$ cat src/e1_alarm_pkg.sv
/*
  Constants for the E1 alarm and AIS generator: register map, field
  positions, reset values, mode encodings and E1 frame geometry.
  Assumes one channel, a 32-bit classic Wishbone slave and byte addresses.
*/
`default_nettype none
package e1_alarm_pkg;
  ////////////////////////////////////////////////////////////////////////
  // Register map
  localparam int          ADR_W     = 12;
  localparam int          DAT_W     = 32;
  localparam int          SEL_W     = 4;
  localparam logic [11:0] CTL_OFS   = 12'h108;
  localparam logic [11:0] STAT_OFS  = 12'h10C;
  localparam logic [11:0] MASK_OFS  = 12'h110;
  localparam logic [11:0] STATE_OFS = 12'h114;
  localparam int          CTL_W     = 8;
  localparam logic [7:0]  CTL_RST   = 8'hD1;
  localparam logic [4:0]  MASK_RST  = 5'h01;
  // Alarm generation control fields
  localparam int CTL_YEL_LSB  = 0;
  localparam int CTL_AIS_LSB  = 2;
  localparam int CTL_CASY_LSB = 4;
  localparam int CTL_LOF_EN   = 6;
  localparam int CTL_AUTO_AIS = 7;
  // Sticky status and mask bits
  localparam int ST_RED  = 0;
  localparam int ST_AIS  = 1;
  localparam int ST_CASY = 2;
  localparam int ST_BPV  = 3;
  localparam int ST_BERR = 4;
  localparam int ST_W    = 5;
  // Received defects
  localparam int DEF_LOS   = 0;
  localparam int DEF_LOF   = 1;
  localparam int DEF_AIS   = 2;
  localparam int DEF_LOMF  = 3;
  localparam int DEF_SIG1  = 4;
  localparam int DEF_CORR  = 5;
  localparam int NUM_DEF   = 6;
  ////////////////////////////////////////////////////////////////////////
  // E1 frame geometry, first transmitted bit of a slot is index 0
  localparam logic [2:0] BIT_LAST     = 3'h7;
  localparam logic [4:0] SLOT_LAST    = 5'h1F;
  localparam logic [4:0] SLOT_FAS     = 5'h00;
  localparam logic [4:0] SLOT_SIG     = 5'h10;
  localparam logic [3:0] MF_FRAME0    = 4'h0;
  localparam logic [2:0] YEL_BIT_IDX  = 3'h1;
  localparam logic [2:0] CASY_BIT_IDX = 3'h5;
  ////////////////////////////////////////////////////////////////////////
  typedef enum logic [1:0] {
    AIS_NONE     = 2'h0,
    AIS_UNFRAMED = 2'h1,
    AIS_SIG_SLOT = 2'h2,
    AIS_FRAMED   = 2'h3
  } ais_sel_t;
  typedef enum logic [1:0] {
    YEL_OFF  = 2'h0,
    YEL_AUTO = 2'h1,
    YEL_ZERO = 2'h2,
    YEL_ONE  = 2'h3
  } yel_sel_t;
endpackage
`default_nettype wire

$ cat src/e1_alarm_gen.sv
/*
  E1 alarm and AIS generator for one framer channel, with Wishbone registers.
  Assumes defect inputs and the transmit bit stream come from framer logic
  on clk_i; tx_stb_i marks one E1 bit time, tx_sync_i its multiframe start.
*/
// The implementer's own choice: the Wishbone slave port.
`timescale 1ns/1ps
`default_nettype none
module e1_alarm_gen #(
  parameter int INTEG_CYCLES   = 100,
  parameter int DEINTEG_CYCLES = 100,
  parameter int CNT_W          = 16
) (
  input  wire logic                           clk_i,
  input  wire logic                           rst_i,
  input  wire logic                           ce_i,
  input  wire logic                           wb_cyc_i,
  input  wire logic                           wb_stb_i,
  input  wire logic                           wb_we_i,
  input  wire logic [e1_alarm_pkg::ADR_W-1:0] wb_adr_i,
  input  wire logic [e1_alarm_pkg::SEL_W-1:0] wb_sel_i,
  input  wire logic [e1_alarm_pkg::DAT_W-1:0] wb_dat_i,
  output logic                                wb_ack_o,
  output logic      [e1_alarm_pkg::DAT_W-1:0] wb_dat_o,
  input  wire logic                           rx_los_i,
  input  wire logic                           rx_lof_i,
  input  wire logic                           rx_ais_i,
  input  wire logic                           rx_cas_lomf_i,
  input  wire logic                           rx_sig_ones_i,
  input  wire logic                           rx_sig_corrupt_i,
  input  wire logic                           rx_bpv_i,
  input  wire logic                           rx_bit_err_i,
  input  wire logic                           tx_stb_i,
  input  wire logic                           tx_sync_i,
  input  wire logic                           tx_bit_i,
  output logic                                tx_line_o,
  output logic                                tx_vld_o,
  output logic                                red_alarm_o,
  output logic                                irq_o
);
  import e1_alarm_pkg::*;
  localparam logic [CNT_W-1:0] INTEG_LAST   = CNT_W'(INTEG_CYCLES - 1);
  localparam logic [CNT_W-1:0] DEINTEG_LAST = CNT_W'(DEINTEG_CYCLES - 1);
  if (INTEG_CYCLES < 1 || DEINTEG_CYCLES < 1 || CNT_W < 1 || CNT_W > 30 ||
      INTEG_CYCLES > (1 << CNT_W) || DEINTEG_CYCLES > (1 << CNT_W)) begin : g_bad_param
    $error("Integration counts do not fit the counter width");
  end
  function automatic logic reg_hit(input logic [ADR_W-1:0] adr,
                                   input logic [ADR_W-1:0] ofs);
    return adr[ADR_W-1:2] == ofs[ADR_W-1:2];
  endfunction
  ////////////////////////////////////////////////////////////////////////
  // Defect integration
  logic [NUM_DEF-1:0] defect;
  logic [NUM_DEF-1:0] alarm_ff;
  logic [NUM_DEF-1:0] nxt_alarm;
  logic [CNT_W-1:0]   cnt_ff  [NUM_DEF];
  logic [CNT_W-1:0]   nxt_cnt [NUM_DEF];

  always_comb begin
    // Line errors have no path into this vector
    defect            = '0;
    defect[DEF_LOS]   = rx_los_i;
    defect[DEF_LOF]   = rx_lof_i;
    defect[DEF_AIS]   = rx_ais_i;
    defect[DEF_LOMF]  = rx_cas_lomf_i;
    defect[DEF_SIG1]  = rx_sig_ones_i;
    defect[DEF_CORR]  = rx_sig_corrupt_i;
    for (int i = 0; i < NUM_DEF; i++) begin
      nxt_alarm[i] = alarm_ff[i];
      nxt_cnt[i]   = '0;
      if (defect[i] != alarm_ff[i]) begin
        if (cnt_ff[i] == (alarm_ff[i] ? DEINTEG_LAST : INTEG_LAST)) begin
          nxt_alarm[i] = defect[i];
        end else begin
          nxt_cnt[i] = cnt_ff[i] + 1'b1;
        end
      end
    end
  end

  always_ff @(posedge clk_i) begin
    if (rst_i) begin
      alarm_ff <= '0;
      for (int i = 0; i < NUM_DEF; i++) begin
        cnt_ff[i] <= '0;
      end
    end else if (ce_i) begin
      alarm_ff <= nxt_alarm;
      for (int i = 0; i < NUM_DEF; i++) begin
        cnt_ff[i] <= nxt_cnt[i];
      end
    end
  end

  ////////////////////////////////////////////////////////////////////////
  // Alarm decisions
  logic [CTL_W-1:0] ctl_ff;
  logic             red_ff;
  logic             nxt_red;
  logic             yreq_ff;
  logic             nxt_yreq;
  logic             creq_ff;
  logic             nxt_creq;

  always_comb begin
    nxt_red  = alarm_ff[DEF_LOS] | (alarm_ff[DEF_LOF] & ctl_ff[CTL_LOF_EN]);
    nxt_yreq = red_ff | alarm_ff[DEF_AIS];
    nxt_creq = alarm_ff[DEF_LOMF] | alarm_ff[DEF_SIG1] | alarm_ff[DEF_CORR];
  end

  always_ff @(posedge clk_i) begin
    if (rst_i) begin
      red_ff  <= 1'b0;
      yreq_ff <= 1'b0;
      creq_ff <= 1'b0;
    end else if (ce_i) begin
      red_ff  <= nxt_red;
      yreq_ff <= nxt_yreq;
      creq_ff <= nxt_creq;
    end
  end

  assign red_alarm_o = red_ff;
  ////////////////////////////////////////////////////////////////////////
  // Transmit frame position, pattern latching and bit insertion
  logic [2:0] bit_ff;
  logic [4:0] slot_ff;
  logic [3:0] frame_ff;
  ais_sel_t   ais_mode_ff;
  logic       yel_cur_ff;
  logic       casy_cur_ff;
  logic       tx_line_ff;
  logic       tx_vld_ff;
  logic [2:0] nxt_bit;
  logic [4:0] nxt_slot;
  logic [3:0] nxt_frame;
  ais_sel_t   nxt_ais_mode;
  logic       nxt_yel_cur;
  logic       nxt_casy_cur;
  logic       nxt_tx_line;
  logic [2:0] pos_bit;
  logic [4:0] pos_slot;
  logic [3:0] pos_frame;
  logic       frame_end;
  ais_sel_t   ais_req;
  logic       yel_val;
  logic       casy_val;
  logic       out_bit;

  always_comb begin
    pos_bit   = tx_sync_i ? '0 : bit_ff;
    pos_slot  = tx_sync_i ? '0 : slot_ff;
    pos_frame = tx_sync_i ? '0 : frame_ff;
    frame_end = (pos_bit == BIT_LAST) && (pos_slot == SLOT_LAST);
    ais_req   = ais_sel_t'(ctl_ff[CTL_AIS_LSB +: 2]);
    if (ais_req == AIS_NONE && ctl_ff[CTL_AUTO_AIS]) begin
      if (red_ff) begin
        ais_req = AIS_UNFRAMED;
      end else if (alarm_ff[DEF_CORR]) begin
        ais_req = AIS_SIG_SLOT;
      end
    end
    case (yel_sel_t'(ctl_ff[CTL_YEL_LSB +: 2]))
      YEL_AUTO: yel_val = yreq_ff;
      YEL_ONE:  yel_val = 1'b1;
      default:  yel_val = 1'b0;
    endcase
    case (yel_sel_t'(ctl_ff[CTL_CASY_LSB +: 2]))
      YEL_AUTO: casy_val = creq_ff;
      YEL_ONE:  casy_val = 1'b1;
      default:  casy_val = 1'b0;
    endcase
    out_bit = tx_bit_i;
    if (pos_slot == SLOT_FAS && pos_frame[0] && pos_bit == YEL_BIT_IDX) begin
      out_bit = yel_cur_ff;
    end
    if (pos_frame == MF_FRAME0 && pos_slot == SLOT_SIG && pos_bit == CASY_BIT_IDX) begin
      out_bit = casy_cur_ff;
    end
    case (ais_mode_ff)
      AIS_UNFRAMED: out_bit = 1'b1;
      AIS_FRAMED: begin
        if (pos_slot != SLOT_FAS) begin
          out_bit = 1'b1;
        end
      end
      AIS_SIG_SLOT: begin
        if (pos_slot == SLOT_SIG) begin
          out_bit = 1'b1;
        end
      end
      default: ;
    endcase
    nxt_bit      = bit_ff;
    nxt_slot     = slot_ff;
    nxt_frame    = frame_ff;
    nxt_ais_mode = ais_mode_ff;
    nxt_yel_cur  = yel_cur_ff;
    nxt_casy_cur = casy_cur_ff;
    nxt_tx_line  = tx_line_ff;
    if (tx_stb_i) begin
      nxt_tx_line = out_bit;
      nxt_bit     = pos_bit + 1'b1;
      nxt_slot    = (pos_bit == BIT_LAST) ? pos_slot + 1'b1 : pos_slot;
      nxt_frame   = frame_end ? pos_frame + 1'b1 : pos_frame;
      if (frame_end) begin
        nxt_ais_mode = ais_req;
        nxt_yel_cur  = yel_val;
        nxt_casy_cur = casy_val;
      end
    end
  end

  always_ff @(posedge clk_i) begin
    if (rst_i) begin
      bit_ff      <= '0;
      slot_ff     <= '0;
      frame_ff    <= '0;
      ais_mode_ff <= AIS_NONE;
      yel_cur_ff  <= 1'b0;
      casy_cur_ff <= 1'b0;
      tx_line_ff  <= 1'b0;
      tx_vld_ff   <= 1'b0;
    end else if (ce_i) begin
      bit_ff      <= nxt_bit;
      slot_ff     <= nxt_slot;
      frame_ff    <= nxt_frame;
      ais_mode_ff <= nxt_ais_mode;
      yel_cur_ff  <= nxt_yel_cur;
      casy_cur_ff <= nxt_casy_cur;
      tx_line_ff  <= nxt_tx_line;
      tx_vld_ff   <= tx_stb_i;
    end
  end

  assign tx_line_o = tx_line_ff;
  assign tx_vld_o  = tx_vld_ff;
  ////////////////////////////////////////////////////////////////////////
  // Wishbone slave, sticky status and interrupt
  logic             bus_req;
  logic             wr_lane0;
  logic [ST_W-1:0]  status_ff;
  logic [ST_W-1:0]  mask_ff;
  logic             ack_ff;
  logic             irq_ff;
  logic [DAT_W-1:0] dat_ff;
  logic [CTL_W-1:0] nxt_ctl;
  logic [ST_W-1:0]  nxt_status;
  logic [ST_W-1:0]  nxt_mask;
  logic [ST_W-1:0]  events;
  logic [ST_W-1:0]  w1c;
  logic [DAT_W-1:0] nxt_dat;

  always_comb begin
    bus_req  = wb_cyc_i && wb_stb_i && !ack_ff;
    wr_lane0 = bus_req && wb_we_i && wb_sel_i[0];
    events          = '0;
    events[ST_RED]  = red_ff ^ nxt_red;
    events[ST_AIS]  = alarm_ff[DEF_AIS] ^ nxt_alarm[DEF_AIS];
    events[ST_CASY] = creq_ff ^ nxt_creq;
    events[ST_BPV]  = rx_bpv_i;
    events[ST_BERR] = rx_bit_err_i;
    w1c      = (wr_lane0 && reg_hit(wb_adr_i, STAT_OFS)) ? wb_dat_i[ST_W-1:0] : '0;
    // A new event wins over a clear in the same cycle
    nxt_status = (status_ff & ~w1c) | events;
    nxt_ctl    = (wr_lane0 && reg_hit(wb_adr_i, CTL_OFS)) ? wb_dat_i[CTL_W-1:0] : ctl_ff;
    nxt_mask   = (wr_lane0 && reg_hit(wb_adr_i, MASK_OFS)) ? wb_dat_i[ST_W-1:0] : mask_ff;
    nxt_dat    = '0;
    if (bus_req && !wb_we_i) begin
      if (reg_hit(wb_adr_i, CTL_OFS)) begin
        nxt_dat = DAT_W'(ctl_ff);
      end else if (reg_hit(wb_adr_i, STAT_OFS)) begin
        nxt_dat = DAT_W'(status_ff);
      end else if (reg_hit(wb_adr_i, MASK_OFS)) begin
        nxt_dat = DAT_W'(mask_ff);
      end else if (reg_hit(wb_adr_i, STATE_OFS)) begin
        nxt_dat = DAT_W'({casy_cur_ff, yel_cur_ff, ais_mode_ff, red_ff, alarm_ff});
      end
    end
  end

  always_ff @(posedge clk_i) begin
    if (rst_i) begin
      ctl_ff    <= CTL_RST;
      status_ff <= '0;
      mask_ff   <= MASK_RST;
      ack_ff    <= 1'b0;
      irq_ff    <= 1'b0;
      dat_ff    <= '0;
    end else if (ce_i) begin
      ctl_ff    <= nxt_ctl;
      status_ff <= nxt_status;
      mask_ff   <= nxt_mask;
      ack_ff    <= bus_req;
      irq_ff    <= |(status_ff & mask_ff);
      dat_ff    <= nxt_dat;
    end
  end

  assign wb_ack_o = ack_ff;
  assign wb_dat_o = dat_ff;
  assign irq_o    = irq_ff;
  ////////////////////////////////////////////////////////////////////////
  // Checks
  AST_RED_DECL: assert property (@(posedge clk_i) disable iff (rst_i)
    ce_i && (alarm_ff[DEF_LOS] || (alarm_ff[DEF_LOF] && ctl_ff[CTL_LOF_EN])) |=> red_alarm_o)
    else $error("Red alarm not declared on loss of signal or frame");
  AST_RED_IRQ: assert property (@(posedge clk_i) disable iff (rst_i)
    ce_i && status_ff[ST_RED] && mask_ff[ST_RED] |=> irq_o)
    else $error("Unmasked red alarm status did not raise the interrupt");
  AST_YELLOW_SENT: assert property (@(posedge clk_i) disable iff (rst_i)
    ce_i && tx_stb_i && yel_cur_ff && ais_mode_ff != AIS_UNFRAMED && pos_slot == SLOT_FAS &&
    pos_frame[0] && pos_bit == YEL_BIT_IDX |=> tx_line_o && tx_vld_o)
    else $error("Yellow bit not sent in non-alignment frame");
  AST_AUTO_AIS: assert property (@(posedge clk_i) disable iff (rst_i)
    ce_i && tx_stb_i && frame_end && red_ff && ctl_ff[CTL_AUTO_AIS] &&
    ctl_ff[CTL_AIS_LSB +: 2] == AIS_NONE |=> ais_mode_ff == AIS_UNFRAMED)
    else $error("AIS not started on lost incoming signal");
  AST_AIS_TO_YELLOW: assert property (@(posedge clk_i) disable iff (rst_i)
    ce_i && alarm_ff[DEF_AIS] |=> yreq_ff)
    else $error("Received AIS did not request yellow alarm");
  AST_SIG_ONES: assert property (@(posedge clk_i) disable iff (rst_i)
    ce_i && tx_stb_i && ais_mode_ff == AIS_SIG_SLOT && pos_slot == SLOT_SIG |=> tx_line_o)
    else $error("Signaling slot not all ones");
  AST_CASY_REQ: assert property (@(posedge clk_i) disable iff (rst_i)
    ce_i && (alarm_ff[DEF_LOMF] || alarm_ff[DEF_SIG1] || alarm_ff[DEF_CORR]) |=> creq_ff)
    else $error("Multiframe yellow not requested");
  AST_CASY_BIT: assert property (@(posedge clk_i) disable iff (rst_i)
    ce_i && tx_stb_i && ais_mode_ff == AIS_NONE && pos_frame == MF_FRAME0 &&
    pos_slot == SLOT_SIG && pos_bit == CASY_BIT_IDX |=> tx_line_o == $past(casy_cur_ff))
    else $error("Multiframe yellow bit misplaced");
  AST_INTEG: assert property (@(posedge clk_i) disable iff (rst_i)
    ce_i && !alarm_ff[DEF_LOS] && cnt_ff[DEF_LOS] != INTEG_LAST |=> !alarm_ff[DEF_LOS])
    else $error("Loss of signal alarm declared before integration time");
  AST_UNFRAMED: assert property (@(posedge clk_i) disable iff (rst_i)
    ce_i && tx_stb_i && ais_mode_ff == AIS_UNFRAMED |=> tx_line_o)
    else $error("Unframed AIS sent a zero");
  AST_FRAMED: assert property (@(posedge clk_i) disable iff (rst_i)
    ce_i && tx_stb_i && ais_mode_ff == AIS_FRAMED |=>
    tx_line_o == ($past(pos_slot) != SLOT_FAS || $past(out_bit)))
    else $error("Framed AIS payload not all ones");
  AST_SEL_AT_BOUNDARY: assert property (@(posedge clk_i) disable iff (rst_i)
    !(ce_i && tx_stb_i && frame_end) |=> $stable(ais_mode_ff))
    else $error("AIS mode changed inside a frame");
  AST_WB_ACK: assert property (@(posedge clk_i) disable iff (rst_i)
    ce_i && wb_cyc_i && wb_stb_i && !wb_ack_o |=> wb_ack_o ##1 (!wb_ack_o || !ce_i))
    else $error("Bus acknowledge not single cycle");
endmodule // e1_alarm_gen
`default_nettype wire

$ cat config.mk
export PLATFORM = sky130hd
export DESIGN_NAME = e1_alarm_gen
export DESIGN_NICKNAME = d
export VERILOG_FILES = /design/src/e1_alarm_pkg.sv /design/src/e1_alarm_gen.sv
export SDC_FILE = /design/constraint.sdc
export NUM_CORES = 1
export LEC_CHECK = 0
export ABC_CLOCK_PERIOD_IN_PS = 3910
export BUFFER_PORTS_ARGS = -buffer_cell sky130_fd_sc_hd__buf_2
export CAP_MARGIN = 10
export CORE_ASPECT_RATIO = 0.8
export CORE_MARGIN = 1.5
export CORE_UTILIZATION = 38
export DETAILED_ROUTE_END_ITERATION = 7
export SETUP_SLACK_MARGIN = 0.15
export SLEW_MARGIN = 20
export SYNTH_ARGS = -nofsm -noshare
export SYNTH_HDL_FRONTEND = slang
export SYNTH_SLANG_ARGS = --single-unit
$ cat constraint.sdc
create_clock -name clk_i -period 3.91 [get_ports clk_i]
set_input_delay 0.9775 -clock clk_i [delete_from_list [all_inputs] [get_ports clk_i]]
set_output_delay 0.9775 -clock clk_i [all_outputs]
set_load 0.02 [all_outputs]
# After elaboration in Yosys (flattened, before gate mapping)
# Memory sizes are Yosys's and may differ from the RTL's.
# Cells that the tools add are included.
# totals
mem_count	1
inputBits	65
ff_bits	79
mem_bits_rw	96
word_cells	155
output_inout_bits	37
# memory_table
memory	depth	width	rd	rd_ports_with_merged_regs	write_ports	line	source
cnt_ff	6	16	6	0	6	e1_alarm_gen.sv:57	logic [CNT_W-1:0] cnt_ff [NUM_DEF];
# classes
reduce_logical	30
bitwise_logic	18
n_addsub	9
muxes	46
eq_ne	28
# op_table
operator	n
two-way mux 16 bit	18
adder 16 x 1 -> 16 bit, second input constant	6
== test 16 x 7 -> 1 bit, second input constant	6
two-way mux 11 bit	5
== test 10 x 7 -> 1 bit, second input constant	4
AND reduction 3 bit	6
two-way mux 5 bit	3
logical AND 1 bit	14
two-way mux 1 bit	11
AND 5 bit	2
== test 5 bit, second input constant	2
bitwise OR 1 bit	10
== test 2 bit, second input constant	4
two-way mux 4 bit	2
== test 2 x 1 -> 1 bit, second input constant	3
== test 3 bit, second input constant	2
two-way mux 2 bit	3
!= test 1 bit	6
AND reduction 2 bit	3
adder 5 x 1 -> 5 bit, second input constant	1
zero test 5 bit	1
NOT 5 bit	1
bitwise OR 5 bit	1
nonzero test 5 bit	1
other kinds (12)	16

# Depth between registers and ports, before layout
# Gate-level depths: netlist of run 1.
# depth
depth_word	9
depth_mapped	11
ltp_nobuf	9

# Worst setup path before layout of run 1
# Ideal clock, no wire load.
# synth_path
path_type	input to register
from	in ce_i
to	mem cnt_ff[0][0], enable pin
path_stages	4
required_time_ns	3.461
setup_ns	0.449
setup_slack_ns	0.067
arrival_time_ns	3.394
n_path_buf	2
cell_sequence	clkbuf_1 > nor2_1 > clkbuf_1 > inv_1
# synth_rtl
item	line	source
from (decl)	e1_alarm_gen.sv:16	input wire logic ce_i,
to (decl)	e1_alarm_gen.sv:57	

# Final worst setup path of run 1
# layout_path
from	in tx_sync_i
to	reg frame_ff[3]
# layout_via
elab_chain_len	4
word_cells_on_any_way	8
classes_between	1 x add/sub; 2 x eq/ne; 4 x mux; 1 x reduce/logical
# layout_rtl
item	line	source
from (decl)	e1_alarm_gen.sv:34	input wire logic tx_sync_i,
parallel branches: the longest is 3 deep, another holds adder 4 x 1 -> 4 bit	-	
two-way mux 4 bit *	e1_alarm_gen.sv:206	nxt_frame = frame_end ? pos_frame + 1'b1 : pos_frame;
to (signal assigned)	e1_alarm_gen.sv:228	frame_ff <= nxt_frame;
to (decl)	e1_alarm_gen.sv:129	logic [3:0] frame_ff;
# Every way passes the cells marked *.
# A chain may end at the register's enable or synchronous reset.

==> results of run 1 <==
## worst max-delay path by stage
stage                          from           end  slack, ns
after floorplan                ce_i  cnt_ff[0][0]       0.36
after global placement    tx_sync_i   frame_ff[3]       0.90
after detailed placement  tx_sync_i   frame_ff[3]       0.89
after CTS                 tx_sync_i   frame_ff[3]       1.34
after global routing      tx_sync_i   frame_ff[3]       1.12
final                     tx_sync_i   frame_ff[3]       1.30
## critical path, delay by kind of cell
kind            cells  cell delay (ns)
simple gates        4             1.12
fa+ha+maj           2             0.50
buf+inv             1             0.23
compound gates      1             0.14
## layout by cell type, fill, tap and decap left out, types with 29 or more instances in the layout
cell / netlist / final
o21ai_0: 51 / 51
xnor2_1: 56 / 56
dfxtp_1: 58 / 58
nor4_1: 31 / 31
buf_2: 2 / 51
a21oi_1: 46 / 46
nand4_1: 30 / 30
inv_1: 30 / 29
nand3_1: 57 / 57
edfxtp_1: 96 / 96
nand2_1: 50 / 50
nor2_1: 123 / 123
## flip-flops by register name, summed over array words and instances (netlist names), 2 cells and up
name / cells
cnt_ff: 96
wb_dat_o: 11
ctl_ff: 8
alarm_ff: 6
mask_ff: 5
slot_ff: 5
status_ff: 5
frame_ff: 4
bit_ff: 3
ais_mode_ff: 2
## power groups by stage
stage                     clock network (mW)  logic [mW]  registers, mW
after floorplan                            0       0.185           1.88
after global placement                     0       0.236           1.90
after detailed placement                   0       0.239           1.90
after CTS                               1.79       0.241           1.87
after global routing                    1.85       0.268           1.88
final                                   1.75       0.239           1.87
## layout make-up
| type | count | area, sq um | share of cell area |
|---|---|---|---|
| Clock buffer | 17 | 425 | 0.0456 |
| Clock inverter | 15 | 198 | 0.0212 |
| Inverter | 30 | 116 | 0.0125 |
| Multi-Input combinational cell | 650 | 3850 | 0.413 |
| Sequential cell | 154 | 4040 | 0.433 |
| Tap cell | 269 | 337 | 0.0360 |
| Timing Repair Buffer | 64 | 365 | 0.0391 |
## logic make-up (layout without fill, tap and decap cells)
logic type / count (synthesis) / count (layout) / synth area share
AOI/OAI and AO/OA: 143 / 143 / 0.105
muxes: 2 / 2 / 0.00244
xor gates and xnor gates: 82 / 82 / 0.0874
other: 1 / 21 / 0.000456
adders and majority gates: 14 / 14 / 0.0213
buffers and inverters: 86 / 126 / 0.0492
DFF: 154 / 154 / 0.492
and+or+nand+nor: 388 / 388 / 0.243
## through the flow
| stage | hold WS, ns | worst slack, ns | cells | instance area (sq um) |
|---|---|---|---|---|
| after floorplan | 0.444 | 0.356 | 890 | 8300 |
| after global placement | 0.437 | 0.903 | 1167 | 8720 |
| after detailed placement | 0.449 | 0.890 | 1167 | 8720 |
| after CTS | 0.464 | 1.34 | 1199 | 9340 |
| after global routing | 0.504 | 1.12 | 1199 | 9340 |
| final | 0.462 | 1.30 | 1199 | 9340 |
## per-layer routing
metal  vias up  track usage
met4         0       0.0480
met5         -            0
met2        99        0.233
met3        13       0.0340
met1      3013        0.259
li1       3214            -
==> results.json, run 1 <==
{
  "cts-root-buf": "clkbuf_16",
  "ys_dominant_reg_cell": "edfxtp_1",
  "global_route.usage.total": 0.168,
  "comb_power_share": 0.062,
  "fmax_mhz": 383,
  "p_sw_frac": 0.236,
  "cts_setup_buffers": 0,
  "grt_remaining_overflow": 0,
  "p_per_area_mw_per_mm2": 413,
  "placementRows": 47,
  "avgRoutedWirePerCell_um": 15.2,
  "timing.hold.worst_path_depth": 2,
  "worst_r2r_path_depth": 8,
  "p_total_mw": 3.86,
  "cp_cell_sequence": "buf_2, nor2b_1, ha_1, ha_1, and2_1, nand4_1, or4_1, a21oi_1",
  "worst_r2r_startpoint": "slot_ff[0]",
  "arrival_ns": 2.97,
  "vias_per_cell": 5.29,
  "setup_viol": 0,
  "clock_tree.htree_level_count": 4,
  "synth-seq-cells": 154,
  "io_buffer_count": 51,
  "worstReg2RegEnd": "frame_ff[3]",
  "drive_gt1_frac": 0.115,
  "critical_path_maximum_fanout": 24,
  "cap_viol_max_count": 0,
  "synth.yosys.seq_area_share": 0.492,
  "vdd.ir_drop.worst_mv": 0.305,
  "gp_routability_congestion": 0.793,
  "rrSetupSlack_ns": 1.78,
  "route.met3.wl_um": 655,
  "synthesis.instances": 870,
  "critical_path_sink_type": "flip-flop",
  "timing.critical_path.slowest_stage_cell": "or4_1",
  "ant_nets": 0,
  "drt_drc_violations_left": 0,
  "cell_internal_pwr_mw": 2.95,
  "synthToLayoutAreaGrowth_pct": 13.6,
  "post_synth_main_area_contributors": "edfxtp_1, dfxtp_1, xnor2_1, nor2_1, nand3_1",
  "post_cts_resize_count": 0,
  "grt_max_degree": 97,
  "syn_area_per_cell_sq_um": 9.45,
  "cpPeakStageDelay_ns": 0.40,
  "die_width_um": 167,
  "met2_wire_length_um": 7690,
  "wl_met1_um": 9730,
  "report.final.hold_viol_count": 0,
  "switching_power_mw": 0.912,
  "core_region_area_sq_mm": 0.0209,
  "slew-limit-headroom": 0.593,
  "grt_pass1_vias": 5652,
  "final_util": 0.446,
  "status": "complete, no violations",
  "holdCritPathClass": "reg2reg",
  "clk_pin_slew_worst_paths_ns": 0.07,
  "synthDominantCellAreaShare": 0.351,
  "postRouteWirelength_um": 18200,
  "timing_max_transition_violations_final": 0,
  "grt_pass1_wl_um": 30100,
  "grt_setup_unrepaired": "false",
  "period_share": 0.668,
  "setup.worst_path.start_class": "primary input",
  "ctsLongestPathBuffers": 2,
  "cell_accounting_for_the_most_synthesized_area": "edfxtp_1",
  "floorplan.initialDensity": 0.393,
  "worst_pin_slew_ns": 0.602,
  "post-synth-top-count-cell": "nor2_1",
  "synth-warning-count": 0,
  "ys_top_cells_by_count": "nor2_1, edfxtp_1, dfxtp_1",
  "pwr-share-clk": 0.454,
  "post_cts_hold_buffer_count": 0,
  "maxUsedRoutingLayer": "met4",
  "cts_buf_count": 17,
  "post-dp-hpwl_um": 12400,
  "fin_nets": 996,
  "clk_latency_ns": 0.43,
  "die_area_sq_mm": 0.0225,
  "power.sequential.fraction": 0.484,
  "synth-edff-count": 96,
  "routed-via-count": 6339,
  "tns_ns": 0,
  "hold_path_startpoint": "wb_dat_o[0]",
  "floorplan.die.height_um": 135,
  "async_set_or_reset_flop_fraction_in_the_synthesized_netlist": 0,
  "antenna_violations_before_repair": 0,
  "cts_tree": "done",
  "crit_path_frequent_cell": "ha_1",
  "post-route-min-period_ns": 2.61,
  "netlist-cell-type-count": 56,
  "io-pin-count": 102,
  "power.static_leakage_nw": 3.16,
  "drtPass1Iterations": 6,
  "synth_area_sq_mm": 0.00822,
  "final.fill_count": 2060,
  "fin_worst_skew_ns": 0.00728,
  "first_iter_violations": 678,
  "min_delay_worst_endpoint": "wb_dat_o[0]",
  "timing_worst_setup_path_type": "in2reg",
  "worstPathRequired_ns": 4.27,
  "cts_num_sinks": 154,
  "insertedDiodeCount": 0
}
(Power assumes the default switching activity.)
==> inputs of run 2 (changes only) <==
--- a/config.mk
+++ b/config.mk
@@ -5,7 +5,7 @@
 export SDC_FILE = /design/constraint.sdc
 export NUM_CORES = 1
 export LEC_CHECK = 0
-export ABC_CLOCK_PERIOD_IN_PS = 3910
+export ABC_CLOCK_PERIOD_IN_PS = 2400
 export BUFFER_PORTS_ARGS = -buffer_cell sky130_fd_sc_hd__buf_2
 export CAP_MARGIN = 10
 export CORE_ASPECT_RATIO = 0.8
==> constraint.sdc (replaced) <==
create_clock -name clk_i -period 2.4 [get_ports clk_i]
set_input_delay 0.6 -clock clk_i [delete_from_list [all_inputs] [get_ports clk_i]]
set_output_delay 0.6 -clock clk_i [all_outputs]
set_load 0.02 [all_outputs]
==> results.json, run 2 (same netlist as run 1, synthesis figures left out) <==
{
  "core_region_area_sq_mm": 0.0209,
  "comb_power_share": 0.067,
  "grt_pass1_vias": 5843,
  "switching_power_mw": 1.49,
  "fin_worst_skew_ns": 0.0125,
  "antenna_violations_before_repair": 0,
  "multiInputGateArea_sq_mm": 0.00387,
  "holdCritPathClass": "in2reg",
  "timing_worst_setup_path_type": "reg2reg",
  "cap_viol_max_count": 0,
  "power.static_leakage_nw": 3.25,
  "report.final.hold_viol_count": 0,
  "timing_max_transition_violations_final": 0,
  "drtPass1Iterations": 5,
  "period_share": 0.868,
  "floorplan.initialDensity": 0.393,
  "cts_tree": "done",
  "tns_ns": 0,
  "setup.worst_path.start_class": "flip-flop",
  "fin_nets": 1011,
  "gp_routability_congestion": 0.809,
  "final.fill_count": 2007,
  "setup_viol": 0,
  "die_width_um": 167,
  "post-route-min-period_ns": 2.08,
  "post_cts_resize_count": 0,
  "first_iter_violations": 622,
  "power.sequential.fraction": 0.498,
  "io-pin-count": 102,
  "die_area_sq_mm": 0.0225,
  "grt_pass1_wl_um": 30400,
  "drt_drc_violations_left": 0,
  "avgRoutedWirePerCell_um": 15.1,
  "cell_internal_pwr_mw": 4.62,
  "pwr-share-clk": 0.435,
  "clk_latency_ns": 0.42,
  "io_buffer_count": 51,
  "detailed_place.area_sq_mm": 0.00886,
  "largest_register_ff_count": 96,
  "vdd.ir_drop.worst_mv": 0.364,
  "arrival_ns": 2.35,
  "synthToLayoutAreaGrowth_pct": 15.0,
  "p_sw_frac": 0.244,
  "largest_register": "cnt_ff",
  "critical_path_sink_type": "flip-flop",
  "worst_r2r_startpoint": "cnt_ff[2][0]",
  "p_per_area_mw_per_mm2": 647,
  "ant_nets": 0,
  "cts-root-buf": "clkbuf_16",
  "placementRows": 47,
  "final_cell_mix": "nor2_1, edfxtp_1, dfxtp_1, nand3_1, xnor2_1",
  "worstPathRequired_ns": 2.67,
  "floorplan.die.height_um": 135,
  "postLayoutCellArea_sq_mm": 0.00945,
  "fmax_mhz": 480,
  "post-dp-hpwl_um": 13000,
  "slew-limit-headroom": 0.584,
  "clock_tree.htree_level_count": 4,
  "cts_buf_count": 17,
  "cp-startpoint": "cnt_ff[2][0]",
  "post_cts_hold_buffer_count": 0,
  "ctsLongestPathBuffers": 2,
  "global_route.usage.total": 0.169,
  "critical_path_maximum_fanout": 4,
  "hold_path_startpoint": "rst_i",
  "grt_max_degree": 41,
  "routed-via-count": 6409,
  "status": "complete, no violations",
  "area.sequential_sq_mm": 0.00404,
  "clk_pin_slew_worst_paths_ns": 0.06,
  "p_total_mw": 6.11,
  "worst_pin_slew_ns": 0.622,
  "grt_setup_unrepaired": "false",
  "insertedDiodeCount": 0,
  "most_common_cell_after_layout_fill_and_taps_aside": "nor2_1",
  "postRouteWirelength_um": 18300,
  "cts_num_sinks": 154,
  "grt_remaining_overflow": 0,
  "cts_setup_buffers": 0,
  "vias_per_cell": 5.28,
  "drive_gt1_frac": 0.135
}
[run 2: cell types whose count changed in the layout (fill, tap and decap cells not counted), moves of 2 or more]
| cell | previous run | this run |
|---|---|---|
| clkbuf_16 | 17 | 20 |
| clkinv_4 | 2 | 4 |
| inv_4 | 0 | 3 |
| bufinv_16 | 4 | 0 |
| clkinvlp_4 | 5 | 1 |
| clkinv_1 | 2 | 0 |
| buf_4 | 12 | 26 |
| clkinv_2 | 1 | 3 |
[run 2: routing by layer]
layer / vias up / routed length [um] / global-route usage
met1: 3029 / 9680 / 0.258
met3: 13 / 746 / 0.0322
li1: 3252 / - / -
met4: 0 / 147 / 0.0480
met2: 115 / 7760 / 0.242
met5: - / 0 / 0
[run 2: final timing paths]
path | slack (ns) | cells after the start | endpoint
max | 0.32 | 5 | cnt_ff[2][14]
min | 0.41 | 2 | wb_ack_o
max reg2reg | 0.32 | 5 | cnt_ff[2][14]
min reg2reg | 0.47 | 2 | wb_dat_o[2]
[run 2: worst max-delay path: stages (launching register included)]
cell and delay, ns:
edfxtp_1 0.40, ha_1 0.24, and2_1 0.21, or4b_4 0.50
or4_1 0.42, a21oi_1 0.17
[run 2: power groups by stage]
stage                     combinational, mW  sequential [mW]  clock [mW]
after floorplan                       0.312             3.07           0
after global placement                0.407             3.10           0
after detailed placement              0.410             3.10           0
after CTS                             0.412             3.04        2.71
after global routing                  0.457             3.06        2.82
final                                 0.409             3.04        2.66
[run 2: final cells by class]
cell class                 count  share of cell area
sequential                   154               0.428
multi-input combinational    650               0.410
clock buffer                  21              0.0544
timing repair buffer          79              0.0519
tap                          269              0.0356
inverter                      30              0.0123
clock inverter                11             0.00821
[run 2: through the flow]
| step | std cells | setup WS [ns] | hold slack (ns) | utilization |
|---|---|---|---|---|
| floorplan | 890 | -0.399 | 0.444 | - |
| global placement | 1182 | 0.0413 | 0.443 | 0.423 |
| detailed placement | 1182 | -0.0260 | 0.459 | 0.423 |
| CTS | 1214 | 0.324 | 0.402 | 0.452 |
| global route | 1214 | 0.183 | 0.426 | 0.452 |
| finish | 1214 | 0.316 | 0.412 | 0.452 |
